<file path="src/verilog/pbth_pkg.sv">
`default_nettype none
package pbth_pkg;

  // Bus shape
  localparam int LANE_W    = 8;   // Bits per byte lane
  localparam int LANES     = 8;   // Byte lanes on the data bus
  localparam int DATA_W    = 64;  // Full data bus width
  localparam int HALF_W    = 32;  // Width of each half
  localparam int BEAT_CNT_W = 2;  // Beat counter width
  localparam logic [1:0] BURST_BEATS_M1 = 2'h3; // Last beat index of a burst

  // Timing counts in cycles
  localparam logic [1:0] SLAVE_WAIT_CYC = 2'h1; // Wait cycles before each slave beat

  // Data bus direction reasons
  typedef enum logic [2:0] {
    PBTH_DIR_NONE     = 3'h0, // Bus not driven
    PBTH_DIR_PCI_RD   = 3'h1, // Return PCI read data to processor
    PBTH_DIR_SNOOP_WR = 3'h2, // Snoop-broadcast PCI write to memory
    PBTH_DIR_L2_FLUSH = 3'h3, // Flush copy-back buffer
    PBTH_DIR_CPU_WR   = 3'h4, // Receive processor write to PCI
    PBTH_DIR_PCI_MRD  = 3'h5, // Receive PCI read from memory
    PBTH_DIR_L2_LOAD  = 3'h6  // Receive copy-back buffer load
  } pbth_dir_t;

  // Access attributes, active-high inside
  typedef struct packed {
    logic cache_inhibit_attr;
    logic write_through_attr;
    logic coherent_global_attr;
  } pbth_attr_t;

  // Request from the core side
  typedef struct packed {
    logic       valid;  // Request present
    pbth_dir_t  dir;    // Reason and direction
    logic       burst;  // Four beats instead of one
    logic       bad;    // Unsupported memory transaction
    pbth_attr_t attr;   // Attributes to drive
  } pbth_req_t;

  // Tenure state machine for slave and snoop tenures, Gray in the listed order
  typedef enum logic [2:0] {
    PBTH_IDLE  = 3'b000,
    PBTH_ADDR  = 3'b001,
    PBTH_RTRY  = 3'b011,
    PBTH_DATA  = 3'b010,
    PBTH_MADDR = 3'b110,
    PBTH_MRTRY = 3'b111,
    PBTH_MDATA = 3'b101,
    PBTH_ERR   = 3'b100
  } pbth_state_t;

endpackage : pbth_pkg
`default_nettype wire

</file>
<file path="src/verilog/pbth_tenure.sv">
`timescale 1ns/100ps
`default_nettype none
module pbth_tenure
  import pbth_pkg::*;
(
  input  wire logic              I_CLOCK,                  // Processor bus clock
  input  wire logic              I_RST_N,                  // Async system reset
  input  wire logic              I_CE,                     // Clock enable
  input  wire logic              I_ERR_ACK_EN,             // Error acknowledge enable
  input  wire logic              I_RETRY_REQ,              // Core wants this tenure retried
  input  wire pbth_req_t         I_REQ,                    // Core request
  input  wire logic [DATA_W-1:0] I_WDATA,                  // Data to drive out
  input  wire logic              I_TRANSFER_START_N,       // Processor transfer start
  input  wire logic              I_EXTENDED_START_N,       // Extended start
  input  wire logic              I_ADDRESS_ACKNOWLEDGE_N,  // Slave acknowledge in
  input  wire logic              I_ADDRESS_RETRY_N,        // Retry in
  input  wire logic              I_DATA_BUS_BUSY_N,        // Data bus busy
  input  wire logic              I_BEAT_ACKNOWLEDGE_N,     // Beat acknowledge in
  input  wire logic              I_TRANSFER_ERROR_ACK_N,   // Error acknowledge in
  input  wire logic [HALF_W-1:0] I_HIGH_WORD_LANES,        // Data high half in
  input  wire logic [HALF_W-1:0] I_LOW_WORD_LANES,         // Data low half in
  input  wire pbth_attr_t        I_ATTR_N,                 // Attributes in
  output logic                   O_ADDRESS_ACKNOWLEDGE_N,  // Acknowledge out
  output logic                   O_ADDRESS_RETRY_N,        // Retry out
  output logic                   O_ADDRESS_RETRY_OE,       // Retry drive enable
  output logic                   O_TRANSFER_START_N,       // Snoop start out
  output logic                   O_ADDR_OE,                // Address tenure drive enable
  output logic                   O_BUS_GRANT_ZERO_N,       // Address bus grant
  output logic                   O_DATA_GRANT_ZERO_N,      // Qualified data grant
  output logic                   O_BEAT_ACKNOWLEDGE_N,     // Beat acknowledge out
  output logic                   O_TRANSFER_ERROR_ACK_N,   // Error acknowledge out
  output logic [HALF_W-1:0]      O_HIGH_WORD_LANES,        // Data high half out
  output logic [HALF_W-1:0]      O_LOW_WORD_LANES,         // Data low half out
  output logic                   O_DATA_OE,                // Data bus drive enable
  output pbth_attr_t             O_ATTR_N,                 // Attributes out
  output logic                   O_ATTR_OE,                // Attribute drive enable
  output logic [DATA_W-1:0]      O_RDATA,                  // Captured data
  output logic [LANES-1:0]       O_LANE_VALID,             // Lanes captured
  output logic                   O_BEAT,                   // One beat done
  output logic                   O_DONE,                   // Tenure ended well
  output logic                   O_RETRIED,                // Tenure retried
  output logic                   O_ERROR,                  // Tenure ended in error
  output logic                   O_COHERENT                // Global access seen
);

  // Inbound and outbound reasons
  function automatic logic is_out(input pbth_dir_t d);
    is_out = (d == PBTH_DIR_PCI_RD) || (d == PBTH_DIR_SNOOP_WR) ||
             (d == PBTH_DIR_L2_FLUSH);
  endfunction : is_out

  // Lane k of the 64-bit bus, lane 0 is the top of the high half
  function automatic logic [LANE_W-1:0] lane_of(input logic [DATA_W-1:0] v,
                                                input int k);
    lane_of = v[DATA_W-1-k*LANE_W -: LANE_W];
  endfunction : lane_of

  // Registered state
  pbth_state_t            st_q, st_d;          // Tenure state
  pbth_req_t              req_q, req_d;        // Held request
  logic [BEAT_CNT_W-1:0]  beat_q, beat_d;      // Beats done
  logic [1:0]             wait_q, wait_d;      // Wait count
  logic                   address_acknowledge_q, address_acknowledge_d;      // Acknowledge out
  logic                   rtry_q, rtry_d;      // Retry out
  logic                   ts_q, ts_d;          // Snoop start out
  logic                   aoe_q, aoe_d;        // Address drive
  logic                   bg_q, bg_d;          // Bus grant
  logic                   dbg_q, dbg_d;        // Data grant
  logic                   ta_q, ta_d;          // Beat acknowledge
  logic                   tea_q, tea_d;        // Error acknowledge
  logic                   doe_q, doe_d;        // Data drive
  logic                   beat_ev_q, beat_ev_d; // Beat pulse
  logic                   done_q, done_d;      // Done pulse
  logic                   rtd_q, rtd_d;        // Retried pulse
  logic                   err_q, err_d;        // Error pulse
  logic                   coh_q, coh_d;        // Global seen
  logic [DATA_W-1:0]      rdata_q, rdata_d;    // Captured data
  logic [LANES-1:0]       lv_q, lv_d;          // Lane valid

  // Decoded active-high pins
  logic ts_in, xts_in, address_acknowledge_in, rtry_in, busy_in, ta_in, tea_in;
  logic [DATA_W-1:0] din;

  // Input polarity, active low means asserted low
  always_comb begin
    ts_in   = ~I_TRANSFER_START_N;
    xts_in  = ~I_EXTENDED_START_N;
    address_acknowledge_in = ~I_ADDRESS_ACKNOWLEDGE_N;
    rtry_in = ~I_ADDRESS_RETRY_N;
    busy_in = ~I_DATA_BUS_BUSY_N;
    ta_in   = ~I_BEAT_ACKNOWLEDGE_N;
    tea_in  = ~I_TRANSFER_ERROR_ACK_N;
    din     = {I_HIGH_WORD_LANES, I_LOW_WORD_LANES};
  end

  // Next-state logic for the tenure machine
  always_comb begin
    st_d = st_q;
    req_d = req_q;
    beat_d = beat_q;
    wait_d = wait_q;
    address_acknowledge_d = 1'b0;
    rtry_d = 1'b0;
    ts_d = 1'b0;
    aoe_d = 1'b0;
    bg_d = bg_q;
    dbg_d = 1'b0;
    ta_d = 1'b0;
    tea_d = 1'b0;
    doe_d = 1'b0;
    beat_ev_d = 1'b0;
    done_d = 1'b0;
    rtd_d = 1'b0;
    err_d = 1'b0;
    coh_d = coh_q;
    rdata_d = rdata_q;
    lv_d = 8'h00;
    unique case (st_q)
      PBTH_IDLE: begin
        bg_d = 1'b1;
        if (xts_in && I_ERR_ACK_EN) begin
          tea_d = 1'b1;
          err_d = 1'b1;
          st_d = PBTH_ERR;
        end else if (ts_in && I_REQ.valid) begin
          req_d = I_REQ;
          coh_d = ~I_ATTR_N.coherent_global_attr;
          address_acknowledge_d = 1'b1;
          rtry_d = I_RETRY_REQ;
          st_d = PBTH_ADDR;
        end else if (I_REQ.valid && I_REQ.dir == PBTH_DIR_SNOOP_WR) begin
          req_d = I_REQ;
          bg_d = 1'b0;
          ts_d = 1'b1;
          aoe_d = 1'b1;
          st_d = PBTH_MADDR;
        end
      end
      PBTH_ADDR: begin
        // Cycle of the acknowledge: retry window for the paired tenure
        if (rtry_q || rtry_in) begin
          rtd_d = 1'b1;
          st_d = PBTH_IDLE;
        end else if (req_q.bad && I_ERR_ACK_EN) begin
          tea_d = 1'b1;
          err_d = 1'b1;
          st_d = PBTH_ERR;
        end else if (!busy_in) begin
          dbg_d = 1'b1;
          beat_d = 2'h0;
          wait_d = SLAVE_WAIT_CYC;
          st_d = PBTH_DATA;
        end else begin
          st_d = PBTH_RTRY;
        end
      end
      PBTH_RTRY: begin
        // Waiting for the data bus to free up
        if (!busy_in) begin
          dbg_d = 1'b1;
          beat_d = 2'h0;
          wait_d = SLAVE_WAIT_CYC;
          st_d = PBTH_DATA;
        end
      end
      PBTH_DATA: begin
        doe_d = is_out(req_q.dir);
        if (wait_q != 2'h0) begin
          wait_d = wait_q - 2'h1;
        end else begin
          ta_d = 1'b1;
          beat_ev_d = 1'b1;
          wait_d = SLAVE_WAIT_CYC;
          if (!is_out(req_q.dir)) begin
            rdata_d = din;
            lv_d = 8'hff;
          end
          if (!req_q.burst || beat_q == BURST_BEATS_M1) begin
            // Data keeps standing alongside the last beat acknowledge
            done_d = 1'b1;
            st_d = PBTH_IDLE;
          end else begin
            beat_d = beat_q + 2'h1;
          end
        end
      end
      PBTH_MADDR: begin
        bg_d = 1'b0;
        aoe_d = ~address_acknowledge_in;
        if (address_acknowledge_in) begin
          st_d = PBTH_MRTRY;
        end
      end
      PBTH_MRTRY: begin
        // Address released; sample retry now
        if (rtry_in) begin
          rtd_d = 1'b1;
          st_d = PBTH_IDLE;
        end else begin
          beat_d = 2'h0;
          doe_d = 1'b1;
          st_d = PBTH_MDATA;
        end
      end
      PBTH_MDATA: begin
        doe_d = 1'b1;
        if (tea_in) begin
          err_d = 1'b1;
          doe_d = 1'b0;
          st_d = PBTH_IDLE;
        end else if (ta_in) begin
          beat_ev_d = 1'b1;
          if (!req_q.burst || beat_q == BURST_BEATS_M1) begin
            done_d = 1'b1;
            doe_d = 1'b0;
            st_d = PBTH_IDLE;
          end else begin
            beat_d = beat_q + 2'h1;
          end
        end
      end
      PBTH_ERR: begin
        // Error ended tenure; no beat acknowledge given
        st_d = PBTH_IDLE;
      end
    endcase
  end

  // Register stage
  always_ff @(posedge I_CLOCK or negedge I_RST_N) begin
    if (!I_RST_N) begin
      st_q <= PBTH_IDLE;
      req_q <= '0;
      beat_q <= 2'h0;
      wait_q <= 2'h0;
      address_acknowledge_q <= 1'b0;
      rtry_q <= 1'b0;
      ts_q <= 1'b0;
      aoe_q <= 1'b0;
      bg_q <= 1'b0;
      dbg_q <= 1'b0;
      ta_q <= 1'b0;
      tea_q <= 1'b0;
      doe_q <= 1'b0;
      beat_ev_q <= 1'b0;
      done_q <= 1'b0;
      rtd_q <= 1'b0;
      err_q <= 1'b0;
      coh_q <= 1'b0;
      rdata_q <= '0;
      lv_q <= 8'h00;
    end else if (I_CE) begin
      st_q <= st_d;
      req_q <= req_d;
      beat_q <= beat_d;
      wait_q <= wait_d;
      address_acknowledge_q <= address_acknowledge_d;
      rtry_q <= rtry_d;
      ts_q <= ts_d;
      aoe_q <= aoe_d;
      bg_q <= bg_d;
      dbg_q <= dbg_d;
      ta_q <= ta_d;
      tea_q <= tea_d;
      doe_q <= doe_d;
      beat_ev_q <= beat_ev_d;
      done_q <= done_d;
      rtd_q <= rtd_d;
      err_q <= err_d;
      coh_q <= coh_d;
      rdata_q <= rdata_d;
      lv_q <= lv_d;
    end
  end

  // Registered data and attributes out
  logic [DATA_W-1:0] wd_q;  // Outbound data
  pbth_attr_t        at_q;  // Outbound attributes, low true
  logic              atoe_q; // Attribute drive

  // Lane ordering of outbound data
  logic [DATA_W-1:0] wd_d;
  always_comb begin
    wd_d = '0;
    for (int k = 0; k < LANES; k++) begin
      wd_d[DATA_W-1-k*LANE_W -: LANE_W] = lane_of(I_WDATA, k);
    end
  end

  // Outbound data and attribute register
  always_ff @(posedge I_CLOCK or negedge I_RST_N) begin
    if (!I_RST_N) begin
      wd_q <= '0;
      at_q <= 3'h7;
      atoe_q <= 1'b0;
    end else if (I_CE) begin
      wd_q <= wd_d;
      at_q <= ~req_d.attr;
      atoe_q <= ts_d;
    end
  end

  // Pin drivers, all from flip-flops, active low where named
  assign O_ADDRESS_ACKNOWLEDGE_N = ~address_acknowledge_q;
  assign O_ADDRESS_RETRY_N       = ~rtry_q;
  assign O_ADDRESS_RETRY_OE      = rtry_q;
  assign O_TRANSFER_START_N      = ~ts_q;
  assign O_ADDR_OE               = aoe_q;
  assign O_BUS_GRANT_ZERO_N      = ~bg_q;
  assign O_DATA_GRANT_ZERO_N     = ~dbg_q;
  assign O_BEAT_ACKNOWLEDGE_N    = ~ta_q;
  assign O_TRANSFER_ERROR_ACK_N  = ~tea_q;
  assign O_HIGH_WORD_LANES       = wd_q[DATA_W-1 -: HALF_W];
  assign O_LOW_WORD_LANES        = wd_q[HALF_W-1:0];
  assign O_DATA_OE               = doe_q;
  assign O_ATTR_N                = at_q;
  assign O_ATTR_OE               = atoe_q;
  assign O_RDATA                 = rdata_q;
  assign O_LANE_VALID            = lv_q;
  assign O_BEAT                  = beat_ev_q;
  assign O_DONE                  = done_q;
  assign O_RETRIED               = rtd_q;
  assign O_ERROR                 = err_q;
  assign O_COHERENT              = coh_q;

endmodule : pbth_tenure
`default_nettype wire
</file>
<file path="config.mk">
export PLATFORM = sky130hd
export DESIGN_NAME = pbth_tenure
export DESIGN_NICKNAME = d
export VERILOG_FILES = /design/src/verilog/pbth_pkg.sv /design/src/verilog/pbth_tenure.sv
export SDC_FILE = /design/constraint.sdc
export NUM_CORES = 1
export LEC_CHECK = 0
export ABC_AREA = 1
export BUFFER_PORTS_ARGS = -buffer_cell sky130_fd_sc_hd__buf_2
export CORE_MARGIN = 1.5
export CORE_UTILIZATION = 51
export DETAILED_ROUTE_END_ITERATION = 6
export GPL_ROUTABILITY_DRIVEN = 0
export PLACE_DENSITY = 0.86
export SLEW_MARGIN = 20
export SYNTH_ARGS = -nofsm -noshare
export SYNTH_HDL_FRONTEND = slang
export SYNTH_SLANG_ARGS = --single-unit
</file>
<file path="constraint.sdc">
create_clock -name I_CLOCK -period 4.57 [get_ports I_CLOCK]
set_input_delay 0.457 -clock I_CLOCK [delete_from_list [all_inputs] [get_ports I_CLOCK]]
set_output_delay 0.457 -clock I_CLOCK [all_outputs]
set_load 0.01 [all_outputs]
</file>
==> summary.md, run 1 <==
| Metric | Value |
|---|---|
| Postcts setup bufs | `0` |
| Sequential fraction of the synthesis area | `58.0%` |
| DRC viols | `0` |
| CP startpoint kind | `flop` |
| Final setup violation count | `0` |
| Largest family of logic cells by synthesized area | `simple AND/OR/NAND/NOR gates` |
| Port Buffers | `304` |
| Layout area overhead | `31.1%` |
| H-Tree Depth | `4` |
| Clk buf depth | `2` |
| Netlist cell types | `31` |
| Avg Inst Size Synth | `8.77 sq um` |
| CP Capture Type | `flop` |
| Slew at the pin closest to its max-slew limit | `about 900 ps` |
| Die Y | `120 um` |
| Critical Path AT | `approximately 2700 ps` |
| Initial core utilization | `52.3%` |
| Share of layout cells above drive strength 1 | `a little over a third` |
| Synth Area in Simple Gates | `22.5%` |
| Die Area | `about 0.014 sq mm` |
| Synth area leaders | `dfrtp_1 57%, nand2_1 18%, o21ai_2 6.3%` |
| TritonRoute pass-1 iters | `5` |
| CTS tree | `built` |
| DP HPWL | `12700 um` |
| Period minus WS final | `2350 ps` |
| Met3 GRT Util | `8.37%` |
| Syn nets | `946` |
| Busiest grt layer | `met2` |
| Clk pin slew, worst setup/hold paths | `60 ps` |
| DR iter-0 viols | `460` |
| Complex-gate fraction of the synthesized area | `9.70%` |
| Routed wire length | `between 15000 and 20000 um` |
| Slew Limit Fails | `0` |
| Share of the synthesized area in the top cell type | `56.8%` |
| Crit share post-route | `around 50%` |
| Max-capacitance violation count | `0` |
| Post-Synth XOR/XNOR Area | `0%` |
| Flip-flop and latch count after synthesis | `between 150 and 200` |
| Result of the run | `completed` |
| Crit path max fanout | `70` |
| Initial antenna violation count | `0` |
| Total power draw | `4.95 mW` |
| Final Hold Vio Count | `0` |
| Sink Count | `around 160` |
| Routed len/inst | `14.1 um` |
| Clk Latency, worst-skew pair | `410 ps` |
| Floorplan row count | `42` |
| Power density over the cells | `543 mW/mm^2` |
| Met1 GRT Util | `29.2%` |
| Diode count | `0` |
| Final net count | `~1200` |
| Hold_buf cts | `0` |
| Synth Cell Area | `0.00696 sq mm` |
| Met2 GRT Util | `43.9%` |
| Synth Instances | `793` |
| CTS buffer count | `17` |
| Synth area leader | `dfrtp_1` |
| Largest net degree at the start of global routing | `94` |
| P_leak | `5.44 nW` |
| Die boundary width | `120 um` |
| Crit path kind | `flop to flop` |
| Clock skew | `a little under 5 ps` |
| Total gr overflow | `0` |
| Post-Synth Adder-Cell Area | `less than 1%` |
| Mux cell area share after synthesis | `0%` |
| Vias per cell | `4.79` |
| Clock root cell | `clkbuf_16` |
| Antenna Nets Post-Route | `0` |
| RSZ-0062 raised after global routing | `false` |
| All-Layer GR Usage | `25.6%` |
| Num ports | `307` |
| Core Box Area | `about 0.013 sq mm` |
| Highest Clock Rate | `between 0.4 and 0.5 GHz` |
| Slew margin rel. | `39.5%` |
| Worst hold path class | `primary input to async pin` |
| CP required | `4910 ps` |
| Vias in the first global route | `5644` |
| First-pass GRT wire length | `around 28000 um` |
| Final setup TNS | `0 ps` |
| Yosys warns | `0` |
| DR vias | `just over 6000` |
| Peak VDD IR | `0.000259 V` |
| Post-cts sizing count | `0` |
worst max-delay path: stages (launching register included):
cell and delay [ps]:
dfrtp_1 580, clkinv_4 130, nand2_2 110, nor2_4 50, nand3_2 100, or2_4 670, buf_12 370, nand2_1 120
o21ai_2 70
sequential cells by signal (all words and copies together), names as in the netlist:
name and count:
O_RDATA 64, wd_q 64, req_q 8, O_ATTR_N 3
st_q 3, beat_q 2, wait_q 2, O_ADDRESS_RETRY_OE 1
O_ADDR_OE 1, O_ATTR_OE 1, O_BEAT 1, O_COHERENT 1
O_DATA_OE 1, O_DONE 1, O_ERROR 1, O_LANE_VALID 1
O_RETRIED 1, address_acknowledge_q 1, bg_q 1, dbg_q 1
ta_q 1, tea_q 1
path summary, 6_finish.rpt:
check,startpoint,end,slack (ps),cells after the start
worst max-delay path,st_q[0],O_RDATA[20],2220,8
worst min-delay path,I_RST_N,O_RDATA[54],50,1
worst max register to register,st_q[0],O_RDATA[20],2220,8
worst min register to register,wd_q[39],wd_q[39],470,2
max in group asynchronous,I_RST_N,O_ADDRESS_RETRY_OE,3490,2
min in group I_CLOCK,I_ATTR_N[0],O_COHERENT,230,2
cell usage in the layout, fill, tap and decap left out, types with 2 or more instances in the layout:
master | synthesis | layout
clkinv_2 | 0 | 3
buf_2 | 1 | 303
o21ai_0 | 19 | 19
dfrtp_1 | 158 | 158
nand3_1 | 30 | 30
bufinv_16 | 0 | 5
a21oi_1 | 6 | 6
nor2_2 | 2 | 2
o22ai_1 | 2 | 2
nand2_1 | 328 | 328
clkbuf_1 | 17 | 2
dfstp_2 | 3 | 3
buf_4 | 8 | 4
inv_1 | 97 | 97
clkinv_4 | 1 | 2
o21ai_2 | 50 | 50
nor2_1 | 23 | 23
clkbuf_16 | 0 | 17
nand4_1 | 7 | 7
clkbuf_8 | 0 | 3
o21ai_1 | 14 | 14
routing by layer:
| metal | routed length (um) | share of wire, % |
|---|---|---|
| met3 | 1570 | 8.8 |
| met2 | 8940 | 50 |
| met1 | 6810 | 38 |
| met5 | 0 | 0 |
| met4 | 605 | 3.4 |
cells in the mapped netlist (all sizes together):
master and n:
a21boi 1, a21oi 6, a31oi 1, buf 24, clkbuf 17, clkinv 2
dfrtp 158, dfstp 3, ha 1, inv 98, nand2 329, nand3 31
nand4 7, nor2 26, nor3 1, o211ai 1, o21a 1, o21ai 83
o22ai 2, or2 1
cell families after synthesis:
family | after synthesis
simple gates | 395
flops | 161
buf+inv | 141
compound gates | 95
fa+ha+maj | 1
through the flow:
stage	hold WS (ps)	area [sq um]	cells	worst slack [ps]	util [%]
after detailed placement	454	8460	1237	2230	63.7
after global routing	106	9120	1269	2040	68.6
after floorplan	161	6960	793	3050	-
final	50.0	9120	1269	2220	68.6
after CTS	68.5	9120	1269	2250	68.6
after global placement	449	8460	1237	2240	63.7
where the power goes:
group / internal (mW) / switching [mW]
Clock: 1.01 / 0.543
Sequential: 1.80 / 0.220
Combinational: 0.551 / 0.831
cell type report:
type                       count  area [sq um]
clock inverter                10           181
inverter                     100           380
timing repair buffer         309          1580
multi-input combinational    491          2250
sequential                   161          4030
clock buffer                  22           474
fill                        1021          4180
tap                          176           220
No activity file was read; power rests on OpenSTA's default activity.
==> inputs of run 2 (changes only) <==
CORE_UTILIZATION = 48   (was 51)
PLACE_DENSITY = 0.82   (was 0.86)
clock period = 2.35 ns   (was 4.57 ns; I/O delays follow)
==> run 2 against run 1 <==
  * Cell area grew 3.3%
  * Fmax up 23%
  * Sequential share of layout area down 1.4 points
  * Critical endpoint is now O_RDATA[32]
  * Combinational power grew 100%
  * Largest power group unchanged
  * Die area rose by 6.1%
  * Clock power grew 74%
==> summary.md, run 2 (synthesis gave the netlist of run 1 again) <==
| Metric | Value |
|---|---|
| Result of the run | `completed` |
| Placed cell area | `0.00855 sq mm (+1.0%)` |
| Reg-to-reg critical path endpoint | `O_RDATA[32]` |
| Die Y | `123 um (+3.0%)` |
| Num ports | `307 (unchanged)` |
| Clk pin slew, worst setup/hold paths | `60 ps (about the same)` |
| Net Sw Frac | `33.9% (+1.7 points)` |
| Endpoint of the worst setup timing path | `O_RDATA[32]` |
| Highest Clock Rate | `0.523 GHz (+23%)` |
| CP peak stage delay | `590 ps (-80 ps)` |
| Final setup violation count | `0 (unchanged)` |
| Area of the multi-input gates | `0.00225 sq mm (unchanged)` |
| Slew at the pin closest to its max-slew limit | `751 ps (-157 ps)` |
| Buf/Inv on CP | `2 (unchanged)` |
| Slew margin rel. | `49.9% (+10 points)` |
| Clk buf depth | `2 (unchanged)` |
| First-pass GRT wire length | `29800 um (+6.0%)` |
| Power density over the cells | `1000 mW/mm^2 (+84%)` |
| TritonRoute pass-1 iters | `5 (unchanged)` |
| Layout fillers | `1062 (+4.0%)` |
| Final non-filler cell area | `0.00942 sq mm (+3.3%)` |
| Logic pwr share | `29.9% (+2.0 points)` |
| Peak VDD IR | `0.000515 V (+99%)` |
| Initial core utilization | `49.7% (-2.6 points)` |
| Layout area overhead | `35.4%` |
| Antenna Nets Post-Route | `0 (unchanged)` |
| Clock root cell | `clkbuf_16` |
| Stages on worst setup path | `8 (unchanged)` |
| H-Tree Depth | `4 (unchanged)` |
| Largest net degree at the start of global routing | `69 (-27%)` |
| Postcts setup bufs | `0 (unchanged)` |
| Diode count | `0 (unchanged)` |
| RR Startpoint | `st_q[0]` |
| Final setup TNS | `0 ps (unchanged)` |
| Most common cell after layout, fill and taps aside | `nand2_1` |
| Utilization after layout | `67.3% (-1.3 points)` |
| DR iter-0 viols | `490 (+6.5%)` |
| Die Area | `0.0152 sq mm (+6.1%)` |
| Slowest stage cell, crit path | `dfrtp_1` |
| Routed len/inst | `15.0 um (+5.9%)` |
| Clk Latency, worst-skew pair | `420 ps (about the same)` |
| Final Hold Vio Count | `0 (unchanged)` |
| Hold_ws | `19.8 ps (-30.2 ps)` |
| Vias in the first global route | `6184 (+9.6%)` |
| Total gr overflow | `0 (unchanged)` |
| Sequential power share | `41.5% (+0.8 points)` |
| Sink Count | `161 (unchanged)` |
| Port Buffers | `304 (unchanged)` |
| Post-cts sizing count | `0 (unchanged)` |
| Max-capacitance violation count | `0 (unchanged)` |
| Floorplan row count | `43 (+2.4%)` |
| Clock skew | `5.66 ps (+0.745 ps)` |
| CP required | `2690 ps (-2220 ps)` |
| Die boundary width | `123 um (+3.0%)` |
| RSZ-0062 raised after global routing | `false` |
| P_leak | `5.55 nW (+2.0%)` |
| Period minus WS final | `1910 ps (-438 ps)` |
| DP HPWL | `13900 um (+9.2%)` |
| CP startpoint kind | `flop` |
| All-Layer GR Usage | `25.9% (+0.36 points)` |
| Net load switching power | `3.20 mW (+100%)` |
| CP delay by family, top | `simple AND/OR/NAND/NOR gates` |
| Crit. Startpoint | `st_q[0]` |
| Crit path kind | `flop to flop` |
| CTS buffer count | `17 (unchanged)` |
| Clock power frac | `28.6% (-2.8 points)` |
| Initial antenna violation count | `0 (unchanged)` |
| DRC viols | `0 (unchanged)` |
| Crit path max fanout | `61 (-13%)` |
| Core Box Area | `0.0140 sq mm (+5.2%)` |
| Routed wire length | `19600 um (+9.2%)` |
| Cell Chain, Critical Path | `clkinv_4, nand2_2, nor2_4, nand3_2, or2_4, buf_12, nand2_1, o21ai_2` |
| FF/Latch Area | `0.00403 sq mm (unchanged)` |
| Register-to-register path setup slack | `440 ps (-1780 ps)` |
| CTS tree | `built` |
| R2r worst-path depth | `8 (unchanged)` |
| Worst hold path class | `primary input to flop` |
| Vias per cell | `4.86 (+1.4%)` |
| Cell-internal power | `6.23 mW (+85%)` |
| Slew Limit Fails | `0 (unchanged)` |
| Final net count | `1268 (+2.8%)` |
| CP Capture Type | `flop` |
| Critical Path AT | `2260 ps (-440 ps)` |
| Crit share post-route | `81.4% (+30 points)` |
| Most frequent cells in the layout | `328 x nand2_1, 303 x buf_2, 158 x dfrtp_1, 97 x inv_1, 50 x o21ai_2` |
| DR vias | `6359 (+4.6%)` |
| Share of layout cells above drive strength 1 | `35.8% (-0.78 points)` |
run 2: cell count changes in the layout (fill, tap and decap cells not counted):
cell	change
clkinv_4	-1
clkbuf_1	+2
buf_4	+3
clkinv_2	-1
clkbuf_8	-1
dlygate4sd3_1	+29
bufinv_16	-3
clkinvlp_4	+4
buf_12	+3
run 2: metal layers:
layer	GRT usage, %	vias up	wire length [um]
met4	12.8	0	723
met3	8.81	49	1840
met5	0	-	0
met1	28.3	2936	7230
li1	-	3057	-
met2	45.1	317	9780
run 2: worst reg2reg max path: cells and delay by family, from the launching register on:
family	cells	cell delay, ps
DFF	1	590
and+or+nand+nor	5	720
buffers and inverters	2	470
AOI/OAI and AO/OA	1	80
run 2: repair_timing:
action | CTS | global route
hold endpoints to repair | 88 | 0
setup endpoints to repair | 0 | 0
hold buffers | 29 | 0
run 2: area by class of cell:
class / instances / share of cell area [%]
Clock buffer: 23 / 4.97
Timing Repair Buffer: 344 / 20.7
Tap cell: 180 / 2.39
Multi-Input combinational cell: 491 / 23.9
Inverter: 100 / 4.04
Clock inverter: 9 / 1.14
Sequential cell: 161 / 42.8
run 2: power by group through the flow:
stage	Sequential (mW)	Clock (mW)	Combinational [mW]
floorplan	4.15	0	1.42
global placement	3.90	0	2.69
detailed placement	3.94	0	2.79
CTS	3.90	2.74	2.84
global route	4.00	2.88	3.16
finish	3.91	2.70	2.81
run 2: through the flow:
step / std cells / worst slack [ps] / power (mW)
after detailed placement: 1247 / 493 / 6.73
after global placement: 1247 / 531 / 6.60
after global routing: 1308 / 324 / 10.0
after floorplan: 793 / 829 / 5.57
final: 1308 / 437 / 9.43
after CTS: 1308 / 475 / 9.48
run 2: how the worst min path moves through the flow:
| stage | startpoint | end | slack [ps] | cells past startpoint |
|---|---|---|---|---|
| global route | I_WDATA[31] | wd_q[31] | 10 | 3 |
| global placement | I_RST_N | O_RDATA[61] | 280 | 1 |
| floorplan | I_RST_N | O_ADDRESS_RETRY_OE | -60 | 0 |
| detailed placement | I_RST_N | O_RDATA[61] | 280 | 1 |
| finish | I_WDATA[34] | wd_q[34] | 20 | 3 |
| CTS | I_WDATA[24] | wd_q[24] | 0.9 | 3 |
==> inputs of run 3 (changes only) <==
CORE_UTILIZATION = 43   (was 48)
PLACE_DENSITY = 0.78   (was 0.82)
clock period = 1.62 ns   (was 2.35 ns; I/O delays follow)
==> run 3 against run 2 <==
  * The run now ends with negative setup slack left
  * Combinational power rose by 70%
  * Clock power grew 57%
  * Via count grew 11%
  * Non-clock buffer count increased by 126
  * Setup slack worse by 470 ps
  * Die area increased by 11%
  * Sequential share of layout area is 5.9 points lower
  * First-iteration DRC count fell by 17%
  * Count of clock-buffer cells in the layout fell by 5
  * Register-to-register slack got worse by 470 ps
  * Total power rose by 56%
  * Largest cell class unchanged
==> summary.md, run 3 (synthesis gave the netlist of run 1 again) <==
| Metric | Value |
|---|---|
| Num ports | `307 (unchanged)` |
| DR vias | `7086 (+11%)` |
| RSZ-0062 raised after global routing | `true` |
| R2r worst-path depth | `8 (unchanged)` |
| Result of the run | `finished with violations` |
| DRC viols | `0 (unchanged)` |
| CTS tree | `built` |
| Floorplan row count | `46 (+7.0%)` |
| Crit. Startpoint | `st_q[0]` |
| Routed wire length | `23200 um (+19%)` |
| P_leak | `6.22 nW (+12%)` |
| Initial core utilization | `43.9% (-5.8 points)` |
| Failing checks | `negative setup slack` |
| Clock skew | `5.53 ps (-0.134 ps)` |
| Clk pin slew, worst setup/hold paths | `60 ps (about the same)` |
| Reg-to-reg critical path endpoint | `O_RDATA[34]` |
| Peak VDD IR | `0.000643 V (+25%)` |
| Final net count | `1397 (+10%)` |
| Register-to-register path setup slack | `-40 ps (-470 ps)` |
| Antenna Nets Post-Route | `0 (unchanged)` |
| CTS buffer count | `17 (unchanged)` |
| Diode count | `0 (unchanged)` |
| Total gr overflow | `0 (unchanged)` |
| Hold Path End | `O_RDATA[9]` |
| Slew at the pin closest to its max-slew limit | `423 ps (-327 ps)` |
| Utilization after layout | `69.0% (+1.7 points)` |
| First-pass GRT wire length | `32500 um (+9.0%)` |
| Clk buf depth | `2 (unchanged)` |
| Vias in the first global route | `6727 (+8.8%)` |
| RR Startpoint | `st_q[0]` |
| DR iter-0 viols | `408 (-17%)` |
| Most frequent cells in the layout | `319 x nand2_1, 303 x buf_2, 156 x dfrtp_1, 127 x dlygate4sd3_1, 97 x inv_1` |
| Most common cell after layout, fill and taps aside | `nand2_1` |
| Total power draw | `14.7 mW (+56%)` |
| Die boundary width | `130 um (+5.5%)` |
| Largest net degree at the start of global routing | `57 (-17%)` |
| Port Buffers | `304 (unchanged)` |
| Highest Clock Rate | `0.603 GHz (+15%)` |
| DP HPWL | `13200 um (-4.7%)` |
| HP Start | `I_LOW_WORD_LANES[9]` |
| Slew margin rel. | `71.8% (+22 points)` |
| Crit path max fanout | `9 (-85%)` |
| Critical Path AT | `1940 ps (-320 ps)` |
| Clock root cell | `clkbuf_16` |
| Vias per cell | `4.81 (-0.98%)` |
| Max-capacitance violation count | `0 (unchanged)` |
| Share of layout cells above drive strength 1 | `36.1% (+0.33 points)` |
| Core Box Area | `0.0158 sq mm (+13%)` |
| Initial antenna violation count | `0 (unchanged)` |
| CP required | `1910 ps (-780 ps)` |
| CP startpoint kind | `flop` |
| Die Area | `0.0169 sq mm (+11%)` |
| Die Y | `130 um (+5.5%)` |
| Final Hold Vio Count | `0 (unchanged)` |
| Crit share post-route | `102% (+21 points)` |
| Setup slack after layout | `-38.1 ps (-475 ps)` |
| Crit path kind | `flop to flop` |
| All-Layer GR Usage | `24.8% (-1.2 points)` |
| Clk Latency, worst-skew pair | `410 ps (about the same)` |
| WHS Path Cells | `3 (unchanged)` |
| Worst hold path class | `primary input to flop` |
| Final setup violation count | `1 (+1)` |
| CP Capture Type | `flop` |
| TritonRoute pass-1 iters | `6 (+1)` |
| Period minus WS final | `1660 ps (-255 ps)` |
| Power density over the cells | `1350 mW/mm^2 (+35%)` |
| Slew Limit Fails | `0 (unchanged)` |
| Layout area overhead | `57.0%` |
| Routed len/inst | `15.8 um (+5.5%)` |
| Sink Count | `161 (unchanged)` |
| H-Tree Depth | `4 (unchanged)` |
-- run 3: changes by cell type in the layout (fill, tap and decap cells not counted), moves of 6 or more --
cell and change:
dlygate4sd3_1 +98, buf_4 +16, nand2_1 -9, nand2_2 +8, clkbuf_16 +6
-- run 3: what timing repair did --
action                                  4_1_cts  5_1_grt
endpoints found under the hold margin       163        1
gates resized for setup                       1       25
endpoints found under the setup margin        2       80
pin swaps                                     0        5
setup buffers                                 0        8
hold buffers                                126        1
cloned                                        0       10
-- run 3: cell type report --
type	count	area (sq um)
sequential	161	4040
fill	1119	4910
timing repair buffer	470	3280
clock buffer	18	439
tap	216	270
clock inverter	13	186
multi-input combinational	494	2330
inverter	100	380
-- run 3: routing by layer --
layer  global-route usage [%]  wire [um]  vias up
met1                     28.7       8920     3328
met3                     7.71       2040       65
met2                     42.1      11400      363
met5                        0          0        -
li1                         -          -     3330
met4                     11.4        864        0
-- run 3: through the flow --
| step | instance area, sq um | cells | setup TNS [ps] | hold WS (ps) | setup WS [ps] |
|---|---|---|---|---|---|
| floorplan | 6960 | 793 | 0 | -134 | 98.8 |
| global placement | 8710 | 1296 | 0 | 85.7 | 45.7 |
| detailed placement | 8710 | 1296 | -23.9 | 90.5 | -17.3 |
| CTS | 10600 | 1453 | 0 | 1.58 | 12.2 |
| global route | 10900 | 1472 | -1510 | 15.5 | -77.7 |
| finish | 10900 | 1472 | -38.1 | 28.7 | -38.1 |
-- run 3: report_power, final --
group / switching (mW) / total [mW] / leakage, nW / internal (mW)
sequential: 0.648 / 5.72 / 2.04 / 5.08
combinational: 2.73 / 4.77 / 3.88 / 2.03
clock: 1.63 / 4.25 / 0.306 / 2.62
-- run 3: worst max path at each step --
stage	end	slack (ps)	cells after the start
floorplan	O_RDATA[39]	100	10
global placement	O_COHERENT	50	6
detailed placement	O_COHERENT	-20	5
CTS	O_RDATA[15]	10	7
global route	O_RDATA[34]	-80	8
finish	O_RDATA[34]	-40	8
-- run 3: critical path, stage by stage (launching register included) --
cell      delay, ps
dfrtp_1         420
clkinv_4         80
nand2_4          50
nor2_4          160
nand3_4         130
or2_4           310
buf_6           170
nand2_1         120
o21ai_2          90
